### config.mk
export PLATFORM = sky130hd
export DESIGN_NAME = serial_command_irq_front
export DESIGN_NICKNAME = d
export VERILOG_FILES = /design/src/core/serial_cmd_pkg.sv /design/src/core/pin_sync.sv /design/src/core/serial_command_irq_front.sv
export VERILOG_INCLUDE_DIRS = /design/src /design/src/core
export SDC_FILE = /design/constraint.sdc
export NUM_CORES = 1
export LEC_CHECK = 0
export BUFFER_PORTS_ARGS = -buffer_cell sky130_fd_sc_hd__buf_4
export CORE_UTILIZATION = 49
export CTS_CLUSTER_SIZE = 12
export DETAILED_ROUTE_END_ITERATION = 10
export MAX_ROUTING_LAYER = met4
export PLACE_DENSITY = 0.76
export SLEW_MARGIN = 10
export SYNTH_ARGS = -nofsm -noshare
export SYNTH_HDL_FRONTEND = slang
export SYNTH_HIERARCHICAL = 1
export SYNTH_SLANG_ARGS = --single-unit
### constraint.sdc
create_clock -name clock_i -period 3.7 [get_ports clock_i]
set_input_delay 0.37 -clock clock_i [delete_from_list [all_inputs] [get_ports clock_i]]
set_output_delay 0.37 -clock clock_i [all_outputs]
set_load 0.05 [all_outputs]
### src/core/serial_cmd_cfg.svh
// Constants of the serial command front end: codes, defaults, fields and timing
`ifndef SERIAL_CMD_CFG_SVH
`define SERIAL_CMD_CFG_SVH

// ****************************************************************
// Frame and timing
// ****************************************************************
`define CMD_BITS             16
`define CLOCK_FREQ_HZ        40000000
`define POR_TIMEOUT_MS       100
`define MIN_SCK_PHASE_CYC    2

// ****************************************************************
// Command codes (match value, mask of code bits)
// ****************************************************************
`define CODE_CONFIG          16'h8000
`define MASK_CONFIG          16'hff00
`define CODE_POWER           16'h8200
`define MASK_POWER           16'hff00
`define CODE_FREQ            16'ha000
`define MASK_FREQ            16'hf000
`define CODE_RATE            16'hc600
`define MASK_RATE            16'hff00
`define CODE_RX_CTRL         16'h9000
`define MASK_RX_CTRL         16'hf800
`define CODE_FILTER          16'hc200
`define MASK_FILTER          16'hff00
`define CODE_FIFO_MODE       16'hca00
`define MASK_FIFO_MODE       16'hff00
`define CODE_SYNC            16'hce00
`define MASK_SYNC            16'hff00
`define CODE_AFC             16'hc400
`define MASK_AFC             16'hff00
`define CODE_TX_CFG          16'h9800
`define MASK_TX_CFG          16'hf800
`define CODE_PLL             16'hcc00
`define MASK_PLL             16'hff00
`define CODE_WAKE            16'he000
`define MASK_WAKE            16'he000
`define CODE_DUTY            16'hc800
`define MASK_DUTY            16'hff00
`define CODE_LBD             16'hc000
`define MASK_LBD             16'hff00
`define CODE_RX_READ         16'hb000
`define MASK_RX_READ         16'hff00
`define CODE_TX_WRITE        16'hb800
`define MASK_TX_WRITE        16'hff00
`define CODE_STATUS          16'h0000
`define MASK_STATUS          16'h8000

// ****************************************************************
// Power-on defaults of the stored command registers
// ****************************************************************
`define POR_CONFIG           16'h8008
`define POR_POWER            16'h8208
`define POR_FREQ             16'ha680
`define POR_RATE             16'hc623
`define POR_RX_CTRL          16'h9080
`define POR_FILTER           16'hc200
`define POR_FIFO_MODE        16'hca00
`define POR_SYNC             16'hce00
`define POR_AFC              16'hc400
`define POR_TX_CFG           16'h9800
`define POR_PLL              16'hcc00
`define POR_WAKE             16'he000
`define POR_DUTY             16'hc800
`define POR_LBD              16'hc000

// ****************************************************************
// Field positions and limits
// ****************************************************************
`define CFG_TX_REG_EN_BIT    7
`define CFG_FIFO_EN_BIT      6
`define PWR_LOW_SUPPLY_BIT   2
`define PWR_WAKE_EN_BIT      1
`define FREQ_MIN             12'h060
`define FREQ_MAX             12'hf3f

// Status word bit positions
`define ST_TX_READY_BIT      15
`define ST_POR_BIT           14
`define ST_FILL_BIT          13
`define ST_OVF_UNR_BIT       12
`define ST_WAKE_BIT          11
`define ST_EXT_BIT           10
`define ST_LOW_SUPPLY_BIT    9

`endif

### src/core/serial_cmd_pkg.sv
// Types shared by the serial command front end
package serial_cmd_pkg;

  // Stored commands first, then the three action commands
  typedef enum int unsigned {
    cmd_config, cmd_power, cmd_freq, cmd_rate, cmd_rx_ctrl, cmd_filter, cmd_fifo_mode,
    cmd_sync, cmd_afc, cmd_tx_cfg, cmd_pll, cmd_wake, cmd_duty, cmd_lbd,
    cmd_rx_read, cmd_tx_write, cmd_status
  } cmd_id_type;

  localparam int unsigned NUM_CMDS   = 17;
  localparam int unsigned NUM_STORED = 14;

  typedef enum logic [1:0] {
    st_por_wait, st_idle, st_shift, st_done
  } serial_state_type;

endpackage

### src/core/pin_sync.sv
// Two-flop synchroniser for a group of asynchronous pins
`timescale 1ns/100ps
module pin_sync #(
  parameter int unsigned          WIDTH     = 1,
  parameter logic [WIDTH-1:0]     RESET_VAL = '0
) (
  // Clock and reset
  input  wire logic               clock_i,
  input  wire logic               rstn_i,
  // Pins and their synchronised copies
  input  wire logic [WIDTH-1:0]   async_i,
  output logic      [WIDTH-1:0]   sync_o
);

  logic [WIDTH-1:0] meta_q;

  always_ff @(posedge clock_i) begin
    if (!rstn_i) begin
      meta_q <= RESET_VAL;
      sync_o <= RESET_VAL;
    end else begin
      meta_q <= async_i;
      sync_o <= meta_q;
    end
  end

endmodule // pin_sync

### src/core/serial_command_irq_front.sv
// Serial command front end with interrupt request logic
//
// What this block does
// While chip select is low, one data bit is taken per serial clock rise.
// Chip select high returns the serial interface to its idle state.
// Each frame is a command code then parameter bits; the code picks the function.
// Bits arrive most significant first and are assembled in that order.
// Don't-care bit positions never change device behaviour.
// Reset loads the default value into every command register.
// Commands are ignored during the power-on timeout.
// The power-on timeout lasts at most 100 ms.
// Any enabled event, power-on included, pulls the interrupt request low.
// Transmit-ready event when the holding register can take a byte.
// Fill-level event when the receive FIFO holds the programmed bit count.
// Error event on receive overflow or transmit underrun.
// Wake-up event when the wake timer expires.
// External event on a low-going pulse of the external interrupt pin.
// Low-supply event when supply drops below the programmed threshold.
// Fill-level and overflow events only while the receive FIFO is enabled.
// Transmit-ready and underrun events only while the holding register is enabled.
// Host reads status after the request line falls to find the source.
// A control bit at one activates its function, zero leaves it off.
// A receive read command shifts FIFO data out to the host.
// A transmit write command loads eight data bits into the holding register.
// A status read command shifts status and event flags out.
// All seventeen command types are recognised.
// A frame cut short by chip select changes no command register.
// Request stays low until status read clears the latched flags and the level conditions clear.
`timescale 1ns/100ps
`include "serial_cmd_cfg.svh"
module serial_command_irq_front #(
  parameter int unsigned POR_CYCLES =
    int'((64'(`POR_TIMEOUT_MS) * 64'(`CLOCK_FREQ_HZ)) / 64'd1000)
) (
  // Clock and reset
  input  wire logic        clock_i,
  input  wire logic        rstn_i,
  // Serial port pins
  input  wire logic        chip_select_n_i,
  input  wire logic        serial_clock_i,
  input  wire logic        serial_data_in_i,
  output logic             serial_data_out_o,
  // Interrupt pins
  input  wire logic        external_interrupt_in_n_i,
  output logic             interrupt_request_n_o,
  // Event sources from the transceiver core
  input  wire logic        tx_holding_ready_event_i,
  input  wire logic        rx_fill_level_event_i,
  input  wire logic        rx_overflow_event_i,
  input  wire logic        tx_underrun_event_i,
  input  wire logic        wake_timer_expiry_event_i,
  input  wire logic        low_supply_event_i,
  // Receive FIFO and transmit holding register
  input  wire logic [7:0]  rx_fifo_data_i,
  output logic             rx_fifo_pop_o,
  output logic [7:0]       tx_data_o,
  output logic             tx_write_o,
  // Command registers and readiness
  output logic [15:0]      command_reg_o [serial_cmd_pkg::NUM_STORED],
  output logic             commands_ready_o
);

  // ****************************************************************
  // Elaboration checks and constants
  // ****************************************************************
  localparam int unsigned PW = $clog2(POR_CYCLES + 1);

  if (POR_CYCLES < 1) begin : g_bad_por
    $error("POR_CYCLES must be at least one");
  end

  localparam logic [15:0] CODES [serial_cmd_pkg::NUM_CMDS] = '{
    `CODE_CONFIG, `CODE_POWER, `CODE_FREQ, `CODE_RATE, `CODE_RX_CTRL, `CODE_FILTER,
    `CODE_FIFO_MODE, `CODE_SYNC, `CODE_AFC, `CODE_TX_CFG, `CODE_PLL, `CODE_WAKE,
    `CODE_DUTY, `CODE_LBD, `CODE_RX_READ, `CODE_TX_WRITE, `CODE_STATUS};
  localparam logic [15:0] MASKS [serial_cmd_pkg::NUM_CMDS] = '{
    `MASK_CONFIG, `MASK_POWER, `MASK_FREQ, `MASK_RATE, `MASK_RX_CTRL, `MASK_FILTER,
    `MASK_FIFO_MODE, `MASK_SYNC, `MASK_AFC, `MASK_TX_CFG, `MASK_PLL, `MASK_WAKE,
    `MASK_DUTY, `MASK_LBD, `MASK_RX_READ, `MASK_TX_WRITE, `MASK_STATUS};
  localparam logic [15:0] DEFAULTS [serial_cmd_pkg::NUM_STORED] = '{
    `POR_CONFIG, `POR_POWER, `POR_FREQ, `POR_RATE, `POR_RX_CTRL, `POR_FILTER,
    `POR_FIFO_MODE, `POR_SYNC, `POR_AFC, `POR_TX_CFG, `POR_PLL, `POR_WAKE,
    `POR_DUTY, `POR_LBD};

  localparam int unsigned IX_RX_READ  = int'(serial_cmd_pkg::cmd_rx_read);
  localparam int unsigned IX_TX_WRITE = int'(serial_cmd_pkg::cmd_tx_write);
  localparam int unsigned IX_FREQ     = int'(serial_cmd_pkg::cmd_freq);
  localparam int unsigned IX_CONFIG   = int'(serial_cmd_pkg::cmd_config);
  localparam int unsigned IX_POWER    = int'(serial_cmd_pkg::cmd_power);

  // ****************************************************************
  // Pin synchronisers and edge detection
  // ****************************************************************
  logic [3:0] pins_s;
  logic       cs_n_s;
  logic       sck_s;
  logic       sdi_s;
  logic       ext_n_s;
  logic       sck_prev_q;
  logic       ext_prev_q;
  logic       sck_rise;
  logic       sck_fall;
  logic       ext_pulse;

  pin_sync #(
    .WIDTH     (4),
    .RESET_VAL (4'h9)
  ) u_pin_sync (
    .clock_i (clock_i),
    .rstn_i  (rstn_i),
    .async_i ({external_interrupt_in_n_i, serial_data_in_i, serial_clock_i,
               chip_select_n_i}),
    .sync_o  (pins_s)
  );

  assign cs_n_s  = pins_s[0];
  assign sck_s   = pins_s[1];
  assign sdi_s   = pins_s[2];
  assign ext_n_s = pins_s[3];

  always_ff @(posedge clock_i) begin
    if (!rstn_i) begin
      sck_prev_q <= 1'b0;
      ext_prev_q <= 1'b1;
    end else begin
      sck_prev_q <= sck_s;
      ext_prev_q <= ext_n_s;
    end
  end

  assign sck_rise  = sck_s & ~sck_prev_q;
  assign sck_fall  = ~sck_s & sck_prev_q;
  // Pulse counted at its trailing edge, once low then high again
  assign ext_pulse = ext_n_s & ~ext_prev_q;

  // ****************************************************************
  // Power-on timeout
  // ****************************************************************
  logic [PW-1:0] por_cnt_q;
  logic          por_done;

  assign por_done = (por_cnt_q == PW'(POR_CYCLES));

  always_ff @(posedge clock_i) begin
    if (!rstn_i) begin
      por_cnt_q <= '0;
    end else if (!por_done) begin
      por_cnt_q <= por_cnt_q + PW'(1);
    end
  end

  always_ff @(posedge clock_i) begin
    if (!rstn_i) begin
      commands_ready_o <= 1'b0;
    end else begin
      commands_ready_o <= por_done;
    end
  end

  // ****************************************************************
  // Serial frame state machine and shift register
  // ****************************************************************
  serial_cmd_pkg::serial_state_type state_q;
  logic [4:0]                      bit_cnt_q;
  logic [15:0]                     shift_q;
  logic [15:0]                     word_next;
  logic                            shifting;
  logic                            cmd_done;

  assign shifting  = (state_q == serial_cmd_pkg::st_shift);
  assign word_next = {shift_q[14:0], sdi_s};
  assign cmd_done  = shifting & sck_rise & (bit_cnt_q == 5'(`CMD_BITS - 1));

  always_ff @(posedge clock_i) begin
    if (!rstn_i) begin
      state_q <= serial_cmd_pkg::st_por_wait;
    end else begin
      unique case (state_q)
        serial_cmd_pkg::st_por_wait: begin
          if (por_done) begin
            state_q <= serial_cmd_pkg::st_idle;
          end
        end
        serial_cmd_pkg::st_idle: begin
          if (!cs_n_s) begin
            state_q <= serial_cmd_pkg::st_shift;
          end
        end
        serial_cmd_pkg::st_shift: begin
          if (cs_n_s) begin
            state_q <= serial_cmd_pkg::st_idle;
          end else if (cmd_done) begin
            state_q <= serial_cmd_pkg::st_done;
          end
        end
        serial_cmd_pkg::st_done: begin
          if (cs_n_s) begin
            state_q <= serial_cmd_pkg::st_idle;
          end
        end
      endcase
    end
  end

  always_ff @(posedge clock_i) begin
    if (!rstn_i || cs_n_s) begin
      bit_cnt_q <= '0;
      shift_q   <= '0;
    end else if (shifting && sck_rise) begin
      bit_cnt_q <= bit_cnt_q + 5'd1;
      shift_q   <= word_next;
    end
  end

  // ****************************************************************
  // Command decode
  // ****************************************************************
  logic [serial_cmd_pkg::NUM_CMDS-1:0] hit;
  logic [serial_cmd_pkg::NUM_CMDS-1:0] early_hit;
  logic                                freq_ok;
  logic                                rx_read_start;
  logic                                status_start;

  for (genvar i = 0; i < serial_cmd_pkg::NUM_CMDS; i++) begin : g_decode
    // Only the code bits take part in the match
    assign hit[i]       = ((word_next & MASKS[i]) == CODES[i]);
    assign early_hit[i] = (({word_next[7:0], 8'h00} & MASKS[i]) == CODES[i]);
  end

  assign freq_ok = (word_next[11:0] >= `FREQ_MIN) && (word_next[11:0] <= `FREQ_MAX);
  assign rx_read_start = shifting & sck_rise & (bit_cnt_q == 5'd7) & early_hit[IX_RX_READ];
  assign status_start  = shifting & sck_rise & (bit_cnt_q == 5'd0) & ~sdi_s;

  // ****************************************************************
  // Stored command registers
  // ****************************************************************
  logic [15:0] cmd_reg_q [serial_cmd_pkg::NUM_STORED];

  for (genvar i = 0; i < serial_cmd_pkg::NUM_STORED; i++) begin : g_regs
    always_ff @(posedge clock_i) begin
      if (!rstn_i) begin
        cmd_reg_q[i] <= DEFAULTS[i];
      end else if (cmd_done && hit[i] && (i != IX_FREQ || freq_ok)) begin
        cmd_reg_q[i] <= word_next;
      end
    end
    assign command_reg_o[i] = cmd_reg_q[i];
  end

  logic tx_reg_en;
  logic fifo_en;
  logic lbd_en;
  logic wake_en;

  // Each control bit enables its function when set
  assign tx_reg_en = cmd_reg_q[IX_CONFIG][`CFG_TX_REG_EN_BIT];
  assign fifo_en   = cmd_reg_q[IX_CONFIG][`CFG_FIFO_EN_BIT];
  assign lbd_en    = cmd_reg_q[IX_POWER][`PWR_LOW_SUPPLY_BIT];
  assign wake_en   = cmd_reg_q[IX_POWER][`PWR_WAKE_EN_BIT];

  // ****************************************************************
  // Transmit write and receive read actions
  // ****************************************************************
  always_ff @(posedge clock_i) begin
    if (!rstn_i) begin
      tx_data_o     <= 8'h00;
      tx_write_o    <= 1'b0;
      rx_fifo_pop_o <= 1'b0;
    end else begin
      tx_write_o    <= cmd_done & hit[IX_TX_WRITE];
      rx_fifo_pop_o <= cmd_done & hit[IX_RX_READ];
      if (cmd_done && hit[IX_TX_WRITE]) begin
        tx_data_o <= word_next[7:0];
      end
    end
  end

  // ****************************************************************
  // Event flags
  // ****************************************************************
  logic por_flag_q;
  logic ovf_unr_q;
  logic wake_q;
  logic ext_q;
  logic ovf_unr_set;
  logic tx_ready_lvl;
  logic fill_lvl;
  logic low_lvl;

  assign ovf_unr_set  = (rx_overflow_event_i & fifo_en)
                      | (tx_underrun_event_i & tx_reg_en);
  assign tx_ready_lvl = tx_holding_ready_event_i & tx_reg_en;
  assign fill_lvl     = rx_fill_level_event_i & fifo_en;
  assign low_lvl      = low_supply_event_i & lbd_en;

  // A set arriving with the status-read clear is kept
  always_ff @(posedge clock_i) begin
    if (!rstn_i) begin
      por_flag_q <= 1'b1;
      ovf_unr_q  <= 1'b0;
      wake_q     <= 1'b0;
      ext_q      <= 1'b0;
    end else begin
      por_flag_q <= por_flag_q & ~status_start;
      ovf_unr_q  <= ovf_unr_set | (ovf_unr_q & ~status_start);
      wake_q     <= (wake_timer_expiry_event_i & wake_en)
                  | (wake_q & ~status_start);
      ext_q      <= ext_pulse | (ext_q & ~status_start);
    end
  end

  logic host_interrupt;

  assign host_interrupt = por_flag_q | ovf_unr_q | wake_q | ext_q
                        | tx_ready_lvl | fill_lvl | low_lvl;

  always_ff @(posedge clock_i) begin
    if (!rstn_i) begin
      interrupt_request_n_o <= 1'b0;
    end else begin
      interrupt_request_n_o <= ~host_interrupt;
    end
  end

  // ****************************************************************
  // Serial read-out register
  // ****************************************************************
  logic [15:0] status_word;
  logic [15:0] out_q;

  always_comb begin
    status_word                     = 16'h0000;
    status_word[`ST_TX_READY_BIT]   = tx_ready_lvl;
    status_word[`ST_POR_BIT]        = por_flag_q;
    status_word[`ST_FILL_BIT]       = fill_lvl;
    status_word[`ST_OVF_UNR_BIT]    = ovf_unr_q;
    status_word[`ST_WAKE_BIT]       = wake_q;
    status_word[`ST_EXT_BIT]        = ext_q;
    status_word[`ST_LOW_SUPPLY_BIT] = low_lvl;
  end

  // Loaded on a rise, presented from the next fall onward
  always_ff @(posedge clock_i) begin
    if (!rstn_i || cs_n_s) begin
      out_q <= 16'h0000;
    end else if (status_start) begin
      out_q <= status_word;
    end else if (rx_read_start) begin
      out_q <= {rx_fifo_data_i, 8'h00};
    end else if (sck_fall && state_q != serial_cmd_pkg::st_idle) begin
      out_q <= {out_q[14:0], 1'b0};
    end
  end

  always_ff @(posedge clock_i) begin
    if (!rstn_i) begin
      serial_data_out_o <= 1'b0;
    end else if (sck_fall || cs_n_s) begin
      serial_data_out_o <= out_q[15] & ~cs_n_s;
    end
  end

endmodule // serial_command_irq_front

==> flow_results.xml <==
<?xml version="1.0" encoding="UTF-8"?>
<metrics>
  <group name="run_status">
    <metric name="outcome" unit="">finished, final reports clean</metric>
  </group>
  <group name="logic_synthesis">
    <metric name="ys_top_cells_by_area" unit="">edfxtp_1 58%, dfxtp_1 14%, and2_1 6.8%</metric>
    <metric name="fraction_of_synthesized_area_in_multiplexers" unit="">0.0142</metric>
    <metric name="synth_seq_cells" unit="">303</metric>
    <metric name="synth_edf_count" unit="">224</metric>
    <metric name="synth_ff_type" unit="">edfxtp_1</metric>
    <metric name="netlist_area" unit="mm^2">0.0115</metric>
    <metric name="post-synth-top-count-cell" unit="">edfxtp_1</metric>
    <metric name="yosysTopAreaCell" unit="">edfxtp_1</metric>
    <metric name="synth-warning-count" unit="">6</metric>
    <metric name="synth_compound_gate_area_share" unit="">0.0467</metric>
    <metric name="synth-simple-area-share" unit="">0.175</metric>
    <metric name="netlist_top_cells_count" unit="">224 x edfxtp_1, 125 x and2_1, 79 x dfxtp_1, 59 x nand2_1, 42 x nor2_1</metric>
    <metric name="netlist_cell_types" unit="">62</metric>
    <metric name="netlist_instances" unit="">837</metric>
    <metric name="async_reset_ff_frac" unit="">0</metric>
    <metric name="post_synth_fa_ha_maj_area_fraction" unit="">0.0108</metric>
    <metric name="yosys.area_share.xor_xnor" unit="">0.00911</metric>
    <metric name="synth_top_family_by_area" unit="">simple AND/OR/NAND/NOR gates</metric>
    <metric name="synth.top_cell.area_share" unit="">0.583</metric>
    <metric name="synth.yosys.seq_area_share" unit="">0.720</metric>
    <metric name="synth.avg_cell_area" unit="um^2">13.8</metric>
  </group>
  <group name="timing">
    <metric name="timing_hold_violations_final" unit="">0</metric>
    <metric name="fin_worst_skew" unit="ns">0.0102</metric>
    <metric name="setup_viol" unit="">0</metric>
    <metric name="final-max-slew-violation-count" unit="">0</metric>
    <metric name="worst_slew_margin_rel" unit="">0.313</metric>
    <metric name="layout_min_cycle_time" unit="ns">2.58</metric>
    <metric name="worst-slew-pin-transition" unit="ns">1.03</metric>
    <metric name="hold_ws" unit="ns">0.0184</metric>
    <metric name="max_freq" unit="GHz">0.387</metric>
    <metric name="rsz_0062_raised_after_global_routing" unit="">no</metric>
    <metric name="fin_setup_tns" unit="ns">0</metric>
    <metric name="period_share" unit="">0.698</metric>
  </group>
  <group name="clock_network">
    <metric name="cts_hold_buffers" unit="">1</metric>
    <metric name="numCtsBuffers" unit="">30</metric>
    <metric name="post_cts_resize_count" unit="">0</metric>
    <metric name="ctsRootBufferMaster" unit="">clkbuf_16</metric>
    <metric name="cts_tree" unit="">yes</metric>
    <metric name="largest_buffer_count_on_any_clock_path" unit="">3</metric>
    <metric name="cts.clk_slew.worst_paths" unit="ns">0.06</metric>
    <metric name="htree_num_levels" unit="">1</metric>
    <metric name="clock_latency" unit="ns">0.54</metric>
    <metric name="cts.sinks" unit="">303</metric>
    <metric name="cts_post_setup_buffers_inserted" unit="">0</metric>
  </group>
  <group name="global_route">
    <metric name="grt_usage" unit="">0.224</metric>
    <metric name="gr_ovfl_total" unit="">0</metric>
    <metric name="global_routing_s_busiest_layer" unit="">met2</metric>
    <metric name="grt_pass1_vias" unit="">7322</metric>
    <metric name="grt_max_degree" unit="">41</metric>
    <metric name="gr-usage-met1" unit="">0.261</metric>
    <metric name="groute.layer.met3.usage" unit="">0.0370</metric>
    <metric name="first_pass_grt_wire_length" unit="mm">40.3</metric>
    <metric name="groute.layer.met2.usage" unit="">0.393</metric>
    <metric name="grt_antenna_before_repair" unit="">0</metric>
  </group>
  <group name="floorplan">
    <metric name="coreArea" unit="mm^2">0.0228</metric>
    <metric name="placement_rows" unit="">55</metric>
    <metric name="ioPinCount" unit="">257</metric>
    <metric name="initial_utilization" unit="">0.505</metric>
    <metric name="die-width" unit="um">155</metric>
    <metric name="design.die.area" unit="mm^2">0.0242</metric>
    <metric name="fp.dieH" unit="um">155</metric>
  </group>
  <group name="critical_path">
    <metric name="critical_path.reg2reg.startpoint" unit="">bit_cnt_q[1]$_SDFFE_PP0P_</metric>
    <metric name="critical-path-max-stage-delay" unit="ns">0.56</metric>
    <metric name="cp.buffers_inverters" unit="">0</metric>
    <metric name="worstPathCellList" unit="">ha_1, and3_1, ha_1, nand4b_1, nor3_1, nand2_1, nand2_1</metric>
    <metric name="timing.reg2reg.worst_path_depth" unit="">7</metric>
    <metric name="timing.reg2reg.setup_slack" unit="ns">1.12</metric>
    <metric name="reg2reg_to" unit="">cmd_reg_q[1][28]$_SDFFCE_PN1P_</metric>
    <metric name="critPathArrivalTime" unit="ns">2.75</metric>
    <metric name="cp_top_family" unit="">simple AND/OR/NAND/NOR gates</metric>
    <metric name="timing.critical_path.fanout_max" unit="">16</metric>
    <metric name="timing.critical_path.required" unit="ns">3.87</metric>
    <metric name="crit_path_end_kind" unit="">register</metric>
    <metric name="setup.worst_path.class" unit="">register to register</metric>
    <metric name="critPathSlowestCell" unit="">nand2_1</metric>
    <metric name="type_of_origin_of_the_critical_path" unit="">register</metric>
  </group>
  <group name="route">
    <metric name="dr.pass1.iters" unit="">4</metric>
    <metric name="first_iter_violations" unit="">458</metric>
    <metric name="routed_wirelength_normalized_by_instance_count" unit="um">17.4</metric>
    <metric name="routed_wirelength" unit="mm">26.5</metric>
    <metric name="drc" unit="">0</metric>
    <metric name="vias_after_detailed_routing" unit="">7617</metric>
    <metric name="detail_route.vias_per_cell" unit="">4.99</metric>
    <metric name="antenna_left" unit="">0</metric>
  </group>
  <group name="cells_and_area">
    <metric name="multi_input_logic_area" unit="mm^2">0.00334</metric>
    <metric name="instances_no_fill" unit="">1527</metric>
    <metric name="post_route_cells_drive_above_1_share" unit="">0.269</metric>
    <metric name="antenna-diode-count" unit="">0</metric>
    <metric name="nFillCells" unit="">1731</metric>
    <metric name="synth_to_layout_area_growth" unit="%">30.3</metric>
    <metric name="final_net_count" unit="">1220</metric>
    <metric name="register_area" unit="mm^2">0.00831</metric>
  </group>
  <group name="place">
    <metric name="count_of_input_and_output_buffers" unit="">256</metric>
    <metric name="finalWeightedCongestion" unit="">0.845</metric>
    <metric name="place_hpwl" unit="mm">18.3</metric>
    <metric name="placedCellCount" unit="">1470</metric>
  </group>
  <group name="run">
    <metric name="max_cap_violations" unit="">0</metric>
  </group>
  <group name="power">
    <metric name="powerDensity" unit="mW/mm^2">492</metric>
    <metric name="max-vdd-ir-drop" unit="uV">307</metric>
    <metric name="lkg_pwr" unit="nW">5.89</metric>
  </group>
  <group name="worst_hold_path">
    <metric name="timing.hold.worst.start" unit="">external_interrupt_in_n_i</metric>
    <metric name="hold_class" unit="">input pin to register</metric>
    <metric name="holdPathStages" unit="">2</metric>
    <metric name="hold_path_end" unit="">u_pin_sync/meta_q[3]$_SDFF_PN1_</metric>
  </group>
</metrics>
==> sequential cells by signal (all words and copies together), names as in the netlist, 2 cells and up <==
name / flops
bit_cnt_q: 5
tx_data_o: 8
cmd_reg_q: 224
shift_q: 15
out_q: 8
u_pin_sync/meta_q: 4
por_cnt_q: 22
u_pin_sync/sync_o: 4
state_q: 2
==> layout by cell type, fill, tap and decap left out, types with 19 or more instances in the layout <==
master / Yosys / layout
conb_1: 2 / 97
dfxtp_1: 79 / 79
a21oi_1: 29 / 29
nor2_1: 42 / 42
and2_1: 125 / 125
nand2b_1: 20 / 20
nand2_1: 59 / 59
edfxtp_1: 224 / 224
clkbuf_16: 0 / 31
buf_4: 5 / 274
clkbuf_1: 31 / 19
nand3_1: 20 / 20
==> power breakdown <==
| group | switching [mW] | leakage (nW) | internal [mW] |
|---|---|---|---|
| Combinational | 0.598 | 2.69 | 0.191 |
| Clock | 1.18 | 0.427 | 1.59 |
| Sequential | 0.0522 | 2.77 | 3.79 |
==> worst reg2reg max path, delay by kind of cell (launching register included) <==
| family | cells | cell delay (ns) |
|---|---|---|
| flip-flops | 1 | 0.38 |
| adder cells (fa/ha/maj) | 2 | 0.34 |
| AND/OR/NAND/NOR | 5 | 1.48 |
==> final cells by class <==
class                           count  area share
Tap cell                          313      0.0260
Clock inverter                      4     0.00108
Clock buffer                       52      0.0582
Timing Repair Buffer              275       0.137
Sequential cell                   303       0.553
Multi-Input combinational cell    569       0.222
Inverter                           11     0.00275
==> through the flow <==
| step | utilization | setup slack [ns] | total power [mW] | area, um^2 |
|---|---|---|---|---|
| after floorplan | - | 0.159 | 4.43 | 11900 |
| after detailed placement | 0.619 | 1.14 | 4.70 | 14100 |
| after global placement | 0.619 | 1.25 | 4.69 | 14100 |
| after CTS | 0.658 | 1.11 | 7.45 | 15000 |
| final | 0.658 | 1.12 | 7.39 | 15000 |
| after global routing | 0.658 | 0.937 | 7.62 | 15000 |
==> metal layers <==
metal	vias up	wire length, um
li1	3631	-
met1	3668	10400
met2	271	13800
met3	47	1560
met4	0	729
met5	-	0
==> kinds of logic (layout without fill, tap and decap cells) <==
family	after synthesis	count (layout)
DFF	303	303
adders and majority gates	10	10
muxes	16	16
xor gates and xnor gates	12	12
buffers and inverters	60	342
AOI/OAI and AO/OA	78	78
and+or+nand+nor	356	356
other	2	97
==> worst max-delay path by stage <==
stage,startpoint,endpoint,cells after the start
after CTS,bit_cnt_q[1]$_SDFFE_PP0P_,cmd_reg_q[1][28]$_SDFFCE_PN1P_,7
after floorplan,bit_cnt_q[0]$_SDFFE_PP0P_,cmd_reg_q[0][32]$_SDFFCE_PN0P_,7
after detailed placement,bit_cnt_q[1]$_SDFFE_PP0P_,cmd_reg_q[1][22]$_SDFFCE_PN0P_,7
final,bit_cnt_q[1]$_SDFFE_PP0P_,cmd_reg_q[1][28]$_SDFFCE_PN1P_,7
after global routing,bit_cnt_q[0]$_SDFFE_PP0P_,cmd_reg_q[1][17]$_SDFFCE_PN0P_,7
after global placement,bit_cnt_q[0]$_SDFFE_PP0P_,cmd_reg_q[1][17]$_SDFFCE_PN0P_,7
Power figures use the tool's default switching activity.
